===== src/urpd_regs.vh =====
// register map constants for the uart register page decoder
// assumes inclusion by the decoder module only
`ifndef URPD_REGS_VH
`define URPD_REGS_VH
`define URPD_SLOT_DATA      3'h0
`define URPD_SLOT_IEN       3'h1
`define URPD_SLOT_ISTAT     3'h2
`define URPD_SLOT_LCTRL     3'h3
`define URPD_SLOT_MCTRL     3'h4
`define URPD_SLOT_LSTAT     3'h5
`define URPD_SLOT_MSTAT     3'h6
`define URPD_SLOT_SCRATCH   3'h7
`define URPD_PAGE_KEY       8'hBF
`define URPD_LINE_DIV_BIT        7
`define URPD_ENH_FUNC_ENH_BIT    4
`define URPD_ENABLE_ENH_MASK     8'hF0
`define URPD_INT_STATUS_ENH_MASK 8'h30
`define URPD_FIFO_CTL_ENH_MASK   8'h30
`define URPD_MODEM_CTL_ENH_MASK  8'hE0
`define URPD_MODEM_STS_ENH_MASK  8'hF0
`define URPD_EXTRA_USED_MASK     8'h3F
`define URPD_RST_BYTE            8'h00
`define URPD_RST_INT_SOURCE      6'h01
`endif


===== src/urpd_decoder.v =====
// register page decoder and register bank for a uart with fifos
// assumes a synchronous host bus: one-cycle rd/wr strobes on clk, status
// inputs come from uart logic on the same clock
`timescale 1ns/100ps
`default_nettype none
`include "urpd_regs.vh"
// What this block does
// - three address lines pick one of eight register slots per access.
// - enhanced page reachable only when line control equals 0xBF exactly.
// - slot 0 divisor bit clear: read receive holding, write transmit holding.
// - slot 0 divisor set, not 0xBF: divisor low byte.
// - slot 1 divisor set, not 0xBF: divisor high byte.
// - divisor mode, divisor zero: slot 0 reads revision code.
// - divisor mode, divisor zero: slot 1 reads identification code.
// - interrupt enable at slot 1 holds eight listed enable bits.
// - slot 2 reads interrupt status with fifo flags; writes fifo control.
// - write-only fifo control holds enable, resets, dma, triggers.
// - line control at slot 3 readable and writable on every page.
// - modem control at slot 4 holds eight listed control bits.
// - read-only line status at slot 5 reports eight receive/transmit flags.
// - slot 5 write, enhanced clear, loads extra feature register.
// - read-only modem status reports change flags and input levels.
// - slot 6 write, enhanced set, loads infrared pulse width.
// - slot 7 is a plain scratch register without side effects.
// - enhanced function register at slot 2 on 0xBF page.
// - 0xBF page slots 4 to 7 hold flow control characters.
// - enhanced-capable bits act only with enhanced enable, else read zero.
// - enhanced enable unlocks listed upper bits and the infrared pulse width register.
module urpd_decoder #(
    parameter [7:0] REVISION_CODE = 8'h01, // arbitrary value
    parameter [7:0] IDENT_CODE    = 8'h5A  // arbitrary value
) (
    input  wire       clk,
    input  wire       rst_n,
    input  wire [2:0] addr,
    input  wire       rd,
    input  wire       wr,
    input  wire [7:0] wdata,
    output reg  [7:0] rdata,
    input  wire [7:0] rx_char,
    input  wire [5:0] int_source,
    input  wire [7:0] line_flags,
    input  wire [7:0] modem_flags,
    output reg  [7:0] transmit_holding,
    output reg        tx_load,
    output reg        rx_read,
    output reg        modem_status_read,
    output reg        int_status_read,
    output reg  [7:0] divisor_low,
    output reg  [7:0] divisor_high,
    output reg  [7:0] interrupt_enable,
    output reg  [7:0] fifo_control,
    output reg        rx_fifo_reset,
    output reg        tx_fifo_reset,
    output reg  [7:0] line_control,
    output reg  [7:0] modem_control,
    output reg  [7:0] extra_feature,
    output reg  [7:0] infrared_pulse_width,
    output reg  [7:0] scratch,
    output reg  [7:0] enhanced_function,
    output reg  [7:0] resume_char_one,
    output reg  [7:0] resume_char_two,
    output reg  [7:0] pause_char_one,
    output reg  [7:0] pause_char_two
);

    // stored values; enable and modem control before enhanced gating, fifo control after; outputs carry the gated view
    reg  [7:0] enable_stored;
    reg  [7:0] modem_ctl_stored;
    reg  [7:0] fifo_ctl_stored;
    reg  [7:0] next_rdata;

    wire key_page  = (line_control == `URPD_PAGE_KEY);
    wire div_mode  = line_control[`URPD_LINE_DIV_BIT] & ~key_page;
    wire base_page = ~line_control[`URPD_LINE_DIV_BIT];
    wire enh       = enhanced_function[`URPD_ENH_FUNC_ENH_BIT];
    wire div_zero  = (divisor_low == `URPD_RST_BYTE) && (divisor_high == `URPD_RST_BYTE);
    wire [7:0] enable_gate    = enh ? 8'hFF : ~`URPD_ENABLE_ENH_MASK;
    wire [7:0] modem_ctl_gate = enh ? 8'hFF : ~`URPD_MODEM_CTL_ENH_MASK;
    wire [7:0] fifo_ctl_gate  = enh ? 8'hFF : ~`URPD_FIFO_CTL_ENH_MASK;
    wire [7:0] int_sts_gate   = enh ? 8'hFF : ~`URPD_INT_STATUS_ENH_MASK;
    wire [7:0] modem_sts_gate = enh ? 8'hFF : ~`URPD_MODEM_STS_ENH_MASK;
    // fifo flags report fifo enable in both top bits
    wire [7:0] int_status_view = {fifo_ctl_stored[0], fifo_ctl_stored[0], int_source}
                                 & int_sts_gate;

    always @* begin
        // unmapped slots on the current page read as zero
        next_rdata = `URPD_RST_BYTE;
        case (addr)
            `URPD_SLOT_DATA: begin
                if (div_mode)
                    next_rdata = div_zero ? REVISION_CODE : divisor_low;
                else if (base_page)
                    next_rdata = rx_char;
            end
            `URPD_SLOT_IEN: begin
                if (div_mode)
                    next_rdata = div_zero ? IDENT_CODE : divisor_high;
                else if (base_page)
                    next_rdata = enable_stored & enable_gate;
            end
            `URPD_SLOT_ISTAT: begin
                if (key_page)
                    next_rdata = enhanced_function;
                else if (base_page)
                    next_rdata = int_status_view;
            end
            `URPD_SLOT_LCTRL: next_rdata = line_control;
            `URPD_SLOT_MCTRL: begin
                if (key_page)
                    next_rdata = resume_char_one;
                else if (base_page)
                    next_rdata = modem_ctl_stored & modem_ctl_gate;
            end
            `URPD_SLOT_LSTAT: begin
                if (key_page)
                    next_rdata = resume_char_two;
                else if (base_page)
                    next_rdata = line_flags;
            end
            `URPD_SLOT_MSTAT: begin
                if (key_page)
                    next_rdata = pause_char_one;
                else if (base_page)
                    next_rdata = modem_flags & modem_sts_gate;
            end
            `URPD_SLOT_SCRATCH: begin
                if (key_page)
                    next_rdata = pause_char_two;
                else if (base_page)
                    next_rdata = scratch;
            end
            default: next_rdata = `URPD_RST_BYTE;
        endcase
    end

    // read strobes tell the uart which status was consumed
    always @(posedge clk or negedge rst_n) begin
        if (!rst_n) begin
            rdata             <= `URPD_RST_BYTE;
            rx_read           <= 1'h0;
            int_status_read   <= 1'h0;
            modem_status_read <= 1'h0;
        end else begin
            // rdata holds between reads so a slow host can sample it late
            if (rd)
                rdata <= next_rdata;
            rx_read           <= rd && base_page && (addr == `URPD_SLOT_DATA);
            int_status_read   <= rd && base_page && (addr == `URPD_SLOT_ISTAT);
            modem_status_read <= rd && base_page && (addr == `URPD_SLOT_MSTAT);
        end
    end

    // write decode; read-only slots have no enable, so writes fall away
    wire wr_base      = wr && base_page;
    wire wr_div       = wr && div_mode;
    wire wr_key       = wr && key_page;
    wire we_tx_hold   = wr_base && (addr == `URPD_SLOT_DATA);
    wire we_div_low   = wr_div && (addr == `URPD_SLOT_DATA);
    wire we_div_high  = wr_div && (addr == `URPD_SLOT_IEN);
    wire we_int_en    = wr_base && (addr == `URPD_SLOT_IEN);
    wire we_fifo_ctl  = wr_base && (addr == `URPD_SLOT_ISTAT);
    wire we_enh_func  = wr_key && (addr == `URPD_SLOT_ISTAT);
    wire we_line_ctl  = wr && (addr == `URPD_SLOT_LCTRL);
    wire we_modem_ctl = wr_base && (addr == `URPD_SLOT_MCTRL);
    wire we_extra     = wr_base && (addr == `URPD_SLOT_LSTAT) && !enh;
    wire we_pulse_w   = wr_base && (addr == `URPD_SLOT_MSTAT) && enh;
    wire we_scratch   = wr_base && (addr == `URPD_SLOT_SCRATCH);
    wire we_resume1   = wr_key && (addr == `URPD_SLOT_MCTRL);
    wire we_resume2   = wr_key && (addr == `URPD_SLOT_LSTAT);
    wire we_pause1    = wr_key && (addr == `URPD_SLOT_MSTAT);
    wire we_pause2    = wr_key && (addr == `URPD_SLOT_SCRATCH);

    // strobes come from the same enables as the stores, so they cannot disagree
    // one-cycle strobes
    always @(posedge clk or negedge rst_n) begin
        if (!rst_n) begin
            tx_load       <= 1'h0;
            rx_fifo_reset <= 1'h0;
            tx_fifo_reset <= 1'h0;
        end else begin
            tx_load       <= we_tx_hold;
            rx_fifo_reset <= we_fifo_ctl && wdata[1];
            tx_fifo_reset <= we_fifo_ctl && wdata[2];
        end
    end

    // a read of slot 0 never touches this register
    // transmit holding
    always @(posedge clk or negedge rst_n) begin
        if (!rst_n) begin
            transmit_holding <= `URPD_RST_BYTE;
        end else if (we_tx_hold) begin
            transmit_holding <= wdata;
        end
    end

    // a zero divisor doubles as the key that shows the two device codes
    // divisor low
    always @(posedge clk or negedge rst_n) begin
        if (!rst_n) begin
            divisor_low <= `URPD_RST_BYTE;
        end else if (we_div_low) begin
            divisor_low <= wdata;
        end
    end

    always @(posedge clk or negedge rst_n) begin
        if (!rst_n) begin
            divisor_high <= `URPD_RST_BYTE;
        end else if (we_div_high) begin
            divisor_high <= wdata;
        end
    end

    // stored whole; gating on the way out hides locked bits without losing them
    // enable bits
    always @(posedge clk or negedge rst_n) begin
        if (!rst_n) begin
            enable_stored <= `URPD_RST_BYTE;
        end else if (we_int_en) begin
            enable_stored <= wdata;
        end
    end

    // trigger bits stored as zero while locked; a later unlock shows no stale value
    // fifo control
    always @(posedge clk or negedge rst_n) begin
        if (!rst_n) begin
            fifo_ctl_stored <= `URPD_RST_BYTE;
        end else if (we_fifo_ctl) begin
            fifo_ctl_stored <= wdata & fifo_ctl_gate;
        end
    end

    // writable on every page, so software can always leave the enhanced page
    // line control
    always @(posedge clk or negedge rst_n) begin
        if (!rst_n) begin
            line_control <= `URPD_RST_BYTE;
        end else if (we_line_ctl) begin
            line_control <= wdata;
        end
    end

    // stored whole like the enable bits; consumers see the gated view
    // modem control
    always @(posedge clk or negedge rst_n) begin
        if (!rst_n) begin
            modem_ctl_stored <= `URPD_RST_BYTE;
        end else if (we_modem_ctl) begin
            modem_ctl_stored <= wdata;
        end
    end

    // reserved top bits are dropped so nothing downstream ever sees them
    // extra feature
    always @(posedge clk or negedge rst_n) begin
        if (!rst_n) begin
            extra_feature <= `URPD_RST_BYTE;
        end else if (we_extra) begin
            extra_feature <= wdata & `URPD_EXTRA_USED_MASK;
        end
    end

    // shares its slot with modem status, so only the enhanced view reaches it
    // pulse width
    always @(posedge clk or negedge rst_n) begin
        if (!rst_n) begin
            infrared_pulse_width <= `URPD_RST_BYTE;
        end else if (we_pulse_w) begin
            infrared_pulse_width <= wdata;
        end
    end

    // no strobe or side effect leaves this register
    // scratch store
    always @(posedge clk or negedge rst_n) begin
        if (!rst_n) begin
            scratch <= `URPD_RST_BYTE;
        end else if (we_scratch) begin
            scratch <= wdata;
        end
    end

    // bit 4 unlocks the gated fields from the next edge on
    // enhanced function
    always @(posedge clk or negedge rst_n) begin
        if (!rst_n) begin
            enhanced_function <= `URPD_RST_BYTE;
        end else if (we_enh_func) begin
            enhanced_function <= wdata;
        end
    end

    always @(posedge clk or negedge rst_n) begin
        if (!rst_n) begin
            resume_char_one <= `URPD_RST_BYTE;
        end else if (we_resume1) begin
            resume_char_one <= wdata;
        end
    end

    always @(posedge clk or negedge rst_n) begin
        if (!rst_n) begin
            resume_char_two <= `URPD_RST_BYTE;
        end else if (we_resume2) begin
            resume_char_two <= wdata;
        end
    end

    always @(posedge clk or negedge rst_n) begin
        if (!rst_n) begin
            pause_char_one <= `URPD_RST_BYTE;
        end else if (we_pause1) begin
            pause_char_one <= wdata;
        end
    end

    always @(posedge clk or negedge rst_n) begin
        if (!rst_n) begin
            pause_char_two <= `URPD_RST_BYTE;
        end else if (we_pause2) begin
            pause_char_two <= wdata;
        end
    end

    // one cycle of lag is traded for plain flip-flop outputs
    // gated views
    always @(posedge clk or negedge rst_n) begin
        if (!rst_n) begin
            interrupt_enable <= `URPD_RST_BYTE;
            modem_control    <= `URPD_RST_BYTE;
            fifo_control     <= `URPD_RST_BYTE;
        end else begin
            interrupt_enable <= enable_stored & enable_gate;
            modem_control    <= modem_ctl_stored & modem_ctl_gate;
            fifo_control     <= fifo_ctl_stored & fifo_ctl_gate;
        end
    end

endmodule
`default_nettype wire


===== config.mk =====
export PLATFORM = sky130hd
export DESIGN_NAME = urpd_decoder
export DESIGN_NICKNAME = d
export VERILOG_FILES = /design/src/urpd_decoder.v
export VERILOG_INCLUDE_DIRS = /design/src
export SDC_FILE = /design/constraint.sdc
export NUM_CORES = 1
export LEC_CHECK = 0
export BUFFER_PORTS_ARGS = -buffer_cell sky130_fd_sc_hd__buf_4
export CORE_MARGIN = 2
export CORE_UTILIZATION = 48
export DETAILED_ROUTE_END_ITERATION = 10
export PLACE_DENSITY = 0.73
export SYNTH_ARGS = -nofsm -noshare
export SYNTH_HDL_FRONTEND = slang
export SYNTH_SLANG_ARGS = --single-unit

===== constraint.sdc =====
create_clock -name clk -period 2.1 [get_ports clk]
set_input_delay 0.21 -clock clk [delete_from_list [all_inputs] [get_ports clk]]
set_output_delay 0.21 -clock clk [all_outputs]
set_load 0.02 [all_outputs]

# ---- Yosys cells after proc, flatten, opt, wreduce, memory -nomap -nowiden
# Cells that the tools add are included.
dict set report word_totals {
  reg_bits 156
  inputBits 45
}
dict set report classes {
  bitwise_logic 9
  muxes 20
  n_eq_ne 8
  reduce_logical 31
}
# op n
set ops {}
lappend ops {{$mux 8} 18}
lappend ops {{$pmux 8 s8} 1}
lappend ops {{$and 8x8->8} 6}
lappend ops {{$logic_and 1x1->1} 27}
lappend ops {{$logic_not 8->1} 2}
lappend ops {{$eq 3x3->1 const B} 4}
lappend ops {{$eq 8x8->1 const B} 1}
lappend ops {{$eq 3x2->1 const B} 2}
lappend ops {{$mux 6} 1}
lappend ops {{$eq 3x1->1 const B} 1}
lappend ops {{$logic_not 3->1} 1}
lappend ops {{$not 1->1} 2}
lappend ops {{$and 1x1->1} 1}
lappend ops {{$logic_not 1->1} 1}

# ---- Longest topological paths before layout
dict set report depth {
  word_depth 5
  ltp_mapped 8
  depth_no_buf 5
}

# ---- Least setup slack after synthesis
# OpenSTA, ideal clock, no wires.
dict set report synth_timing {
  path_type {register to register}
  start {reg line_control[7]}
  end {reg infrared_pulse_width[0]}
  setup_ps 125
  stages_incl_launch_ff 6
  path_slack_ps 306
  period_less_slack_ps 1794
  t_required_ps 1975
  t_arrival_ps 1669
  path_cell_list {dfrtp_1 > buf_2 > and2b_1 > nand3_2 > nor2_2 > mux2_2}
}
dict set report synth_between {
  elab_chain_len 4
}
# element line_no
set synth_rtl {}
lappend synth_rtl {{start: declaration} urpd_decoder.v:55} ;# output reg [7:0] line_control,
lappend synth_rtl {{start signal: assignment} urpd_decoder.v:241} ;# line_control <= `URPD_RST_BYTE;
lappend synth_rtl {{start signal: assignment} urpd_decoder.v:243} ;# line_control <= wdata;
lappend synth_rtl {{$not 1->1} urpd_decoder.v:75} ;# wire base_page = ~line_control[`URPD_LINE_DIV_BIT];
lappend synth_rtl {{$logic_and 1x1->1} urpd_decoder.v:156} ;# wire wr_base = wr && base_page;
lappend synth_rtl {{$logic_and 1x1->1 (2 in series)} urpd_decoder.v:168} ;# wire we_pulse_w = wr_base && (addr == `URPD_SLOT_MSTAT) && enh;
lappend synth_rtl {{end signal: assignment} urpd_decoder.v:271} ;# infrared_pulse_width <= `URPD_RST_BYTE;
lappend synth_rtl {{end signal: assignment} urpd_decoder.v:273} ;# infrared_pulse_width <= wdata;
lappend synth_rtl {{end: declaration} urpd_decoder.v:58} ;# output reg [7:0] infrared_pulse_width,
# Every way passes these cells.
# A chain may end at the register's enable or synchronous reset.

# ---- Final worst setup path
dict set report layout_timing {
  start {reg line_control[7]}
  end {reg rdata[1]}
}
dict set report layout_between {
  elab_chain_len 5
}
# element line_no
set layout_rtl {}
lappend layout_rtl {{$eq 8x8->1 (no source line)} n/a}
lappend layout_rtl {{$not 1->1} urpd_decoder.v:74} ;# wire div_mode = line_control[`URPD_LINE_DIV_BIT] & ~key_page;
lappend layout_rtl {{$and 1x1->1} urpd_decoder.v:74}
lappend layout_rtl {{$mux 8 (on tied branches)} {urpd_decoder.v:98, urpd_decoder.v:92}}
lappend layout_rtl {{$pmux 8 s8 (*)} urpd_decoder.v:90} ;# case (addr)
lappend layout_rtl {{end signal: assignment} urpd_decoder.v:141} ;# rdata <= `URPD_RST_BYTE;
lappend layout_rtl {{end signal: assignment} urpd_decoder.v:148} ;# rdata <= next_rdata;
lappend layout_rtl {{end: declaration} urpd_decoder.v:39} ;# output reg [7:0] rdata,
# Every way passes the cells marked *; elsewhere a longest branch is shown, timed or not.

==> reports/results.md <==
* 0.953 — final RePlAce weighted congestion
* pause_char_one[2] — endpoint of the worst hold-timing path
* 48.4% — share of layout cells above drive strength 1
* 0 — Remaining DRCs
* 44.0% — sequential share of power
* 23.5 um — Routed WL per cell
* 6 — number of cells traversed by the worst register-to-register path
* 2 — cell depth of the worst min-delay path
* 426 — DR iter-0 viols
* 0.00449 uW — static power due to leakage
* 32.8% — relative contribution of the clock network to total power
* 1 — worst path buffer plus inverter count
* 5 — detailed-routing iteration count for the pre-antenna-repair pass
* line_control[7] — FF-to-FF Start
* 95.2% — final worst path period share
* 0 — total grt overflow
* 23.1% — proportion of power drawn by combinational gates
* 60.2% — worst slew margin relative to its limit
* 1120 — final-layout fill cell count
* 0 — max-slew violation count
* 10 — maximum net fanout on the critical path
* 0.596 ns — slew at the pin closest to its max-slew limit
* 0.42 ns — Worst-Skew Late Latency
* 15.5 mm — Final HPWL DP
* 955 nW/um^2 — power density over the cells
* 4 — total number of H-tree levels
* 2.41 ns — WP data required
* 783 — nets@finish
* false — unrepaired setup endpoints after global routing
* 6920 um^2 — synthesized cell area
* 100% — share of synthesized flip-flops with an asynchronous set or reset
* yes — CTS tree
* 0.06 ns — clock transition time at the flip-flop clock pins of the worst setup and hold paths
* 43 — number of standard-cell rows in the floorplan
* 0.000496 V — largest vdd supply drop
* 0.101 ns — worst setup margin
* 542 — post-synthesis cell count
* 10.3% — Synth Area in Compound Gates
* 0.500 GHz — achievable clock frequency
* sky130_fd_sc_hd__clkbuf_16 — CTS root buf
* multiplexers — largest family of logic cells by synthesized area
* register — startpoint types
* 0.49 ns — CP peak stage delay
* wdata[2] — Hold Crit Start
* 29.4% — GRT Total Usage
* 0 ns — sum of negative setup slack
* 61 — Distinct cells, synth
* 0.00704 ns — clock skew
* 32.5 mm — first-pass GRT wire length
* 20.1% — post-synthesis mux area share
* 0% — area share of xor/xnor cells in the synthesized design
* 31.0% — net switching share of the total power
* complete, no violations — result of the run
* 0 — count of antenna diodes in the layout
* 0 — number of flops mapped to enable cells by yosys
* 0 — Warnings, synthesis
* 56.4% — post-synthesis sequential area ratio
* sky130_fd_sc_hd__dfrtp_1 — most common flop cell mapped by yosys
* register — nature of the critical path endpoint
* rdata[1] — capture instance of the worst register-to-register path
* 176 — number of buffer cells added on primary ports
* 15400 um^2 — Total Die Area
* 8700 uW — Final Total Pwr
* 17 — number of buffers added by the clock tree synthesis step
* 31.7% — area growth from synthesis to final layout
* 156 — Num Clock Sinks
* 2800 um^2 — area used by multi-input combinational logic
* 156 — Seq cells post-synth
* 0.10 ns — Register-to-Register Setup Slack
* 82 — largest net degree at the start of global routing
* sky130_fd_sc_hd__dfrtp_1 — worst-path cell with the longest stage delay
* 0 — Setup Buffers After CTS
* 179 — I/O pin total
* 12.8 um^2 — average size of a mapped cell
* line_control[7] — launching instance or port of the critical path
* -0.0478 ns — setup slack after placement
* 0 — Setup Viol. Count Final
* primary input to register — worst min-delay path class
* 2.00 ns — min cycle time layout
* nand4_1 > o21a_2 > buf_4 > a221oi_2 > nor2_1 > a211o_1 — chain of cells forming the critical path
* 21.8 mm — WL final
* 65.1% — final cell utilization of the core
* 6000 uW — internal portion of total power
* 5.81 — vias per inst
* 0 — Antenna Violating Nets Remaining
* 10.0% — simple-gate portion of the synthesized area
* 0 — MaxCap Viol Count
* 124 um — horizontal extent of the die
* 49.5% — initial standard-cell utilization of the core
* register to register — class of the most critical setup path
* 0 — Final Hold Violating Endpoints
* 124 um — height of the chip
* 2.31 ns — Data arrival, critical path
* compound AO/OA/AOI/OAI gates — kind of cell with the highest combined delay on the critical path
* 2690 uW — switching power of the nets
* 2 — initial antenna violation count
* 0% — fraction of the mapped netlist area in adder cells
* 3900 um^2 — FF/Latch Area
* 5367 — vias in the first global route
* 14000 um^2 — placeable core area
* 2 — number of buffers on the longest clock path
* 5403 — Vias
==> cells in the final DEF (no fill, tap or decap), drive strengths merged, types with 4 or more instances in the layout <==
cell / synthesis / final
buf: 22 / 206
dfrtp: 156 / 156
mux2: 104 / 104
nand2: 44 / 44
o21ai: 28 / 28
nor2: 23 / 23
clkbuf: 9 / 21
a21oi: 20 / 20
mux2i: 15 / 15
a221oi: 14 / 14
and2: 11 / 11
inv: 8 / 9
nor2b: 7 / 7
o2bb2ai: 7 / 7
nand3: 7 / 7
nor3: 6 / 6
clkinv: 1 / 6
nor4: 5 / 5
a21o: 4 / 4
a211o: 4 / 4
a211oi: 4 / 4
nand4: 4 / 4
==> registers in the layout, indices dropped and copies added (netlist names), 6 cells and up <==
| signal | count |
|---|---|
| infrared_pulse_width | 8 |
| fifo_control | 8 |
| resume_char_one | 8 |
| fifo_ctl_stored | 8 |
| pause_char_one | 8 |
| divisor_high | 8 |
| modem_ctl_stored | 8 |
| scratch | 8 |
| divisor_low | 8 |
| pause_char_two | 8 |
| extra_feature | 6 |
| transmit_holding | 8 |
| enhanced_function | 8 |
| enable_stored | 8 |
| resume_char_two | 8 |
| interrupt_enable | 8 |
| rdata | 8 |
| line_control | 8 |
| modem_control | 8 |
==> metal layers <==
| metal | track usage, % | routed length, um |
|---|---|---|
| met4 | 9.90 | 464 |
| met1 | 40.9 | 9530 |
| met3 | 6.46 | 1580 |
| met5 | 0 | 0 |
| met2 | 45.9 | 10300 |
==> synth_stat cells, drive strengths merged (5+ instances only) <==
master   count  area, um^2
mux2i       15         150
o2bb2ai      7        61.3
dfrtp      156        3900
mux2       104        1190
nor3         6        68.8
nor2        23         109
and2        11        68.8
nor2b        7        43.8
a21oi       20         100
nand3        7        45.0
buf         22         153
nor4         5        31.3
o21ai       28         140
a221oi      14         129
clkbuf       9        33.8
inv          8        30.0
nand2       44         188
==> logic make-up after synthesis <==
group,after synthesis
other,1
flip-flops,156
AO/OA/AOI/OAI,104
multiplexers,121
buffers and inverters,40
AND/OR/NAND/NOR,120
==> layout make-up <==
| type | instances | area share [%] |
|---|---|---|
| clock buffers | 21 | 4.95 |
| clock inverters | 10 | 1.03 |
| inverters | 9 | 0.371 |
| multi-input cells | 347 | 30.8 |
| flip-flops and latches | 156 | 42.9 |
| well taps | 180 | 2.47 |
| repair buffers | 207 | 17.5 |
==> per-stage QoR <==
step                      hold WS [ns]  area (um^2)  std cells
after floorplan                -0.0856         6920        543
after detailed placement        0.0575         8550        898
final                           0.0813         9110        930
after CTS                       0.0683         9100        930
after global placement          0.0500         8550        898
after global routing            0.0861         9110        930
==> how the worst max path moves through the flow <==
stage                                   end  slack [ns]  cells after the start
floorplan           infrared_pulse_width[0]        0.31                      5
global placement                   rdata[2]       -0.02                      7
detailed placement                 rdata[2]       -0.05                      7
CTS                                rdata[3]        0.09                      7
global route                       rdata[1]        0.02                      6
finish                             rdata[1]        0.10                      6
==> worst register-to-register path, cell delays in order (launching register included) <==
cell                       delay (ns)
sky130_fd_sc_hd__dfrtp_1         0.49
sky130_fd_sc_hd__nand4_1         0.21
sky130_fd_sc_hd__o21a_2          0.33
sky130_fd_sc_hd__buf_4           0.19
sky130_fd_sc_hd__a221oi_2        0.29
sky130_fd_sc_hd__nor2_1          0.10
sky130_fd_sc_hd__a211o_1         0.29
==> power by group through the flow <==
stage | Sequential [uW] | Clock, uW | Combinational [uW]
finish | 3830 | 2850 | 2010
global route | 3870 | 3010 | 2150
CTS | 3820 | 2880 | 2020
global placement | 3850 | 0 | 2000
detailed placement | 3880 | 0 | 2010
floorplan | 4160 | 0 | 653
==> what timing repair did <==
action	CTS	global route
resized for setup	0	2
setup endpoints to repair	0	2
hold endpoints to repair	156	0
hold buffers	1	0
No activity file was read; power rests on OpenSTA's default activity.
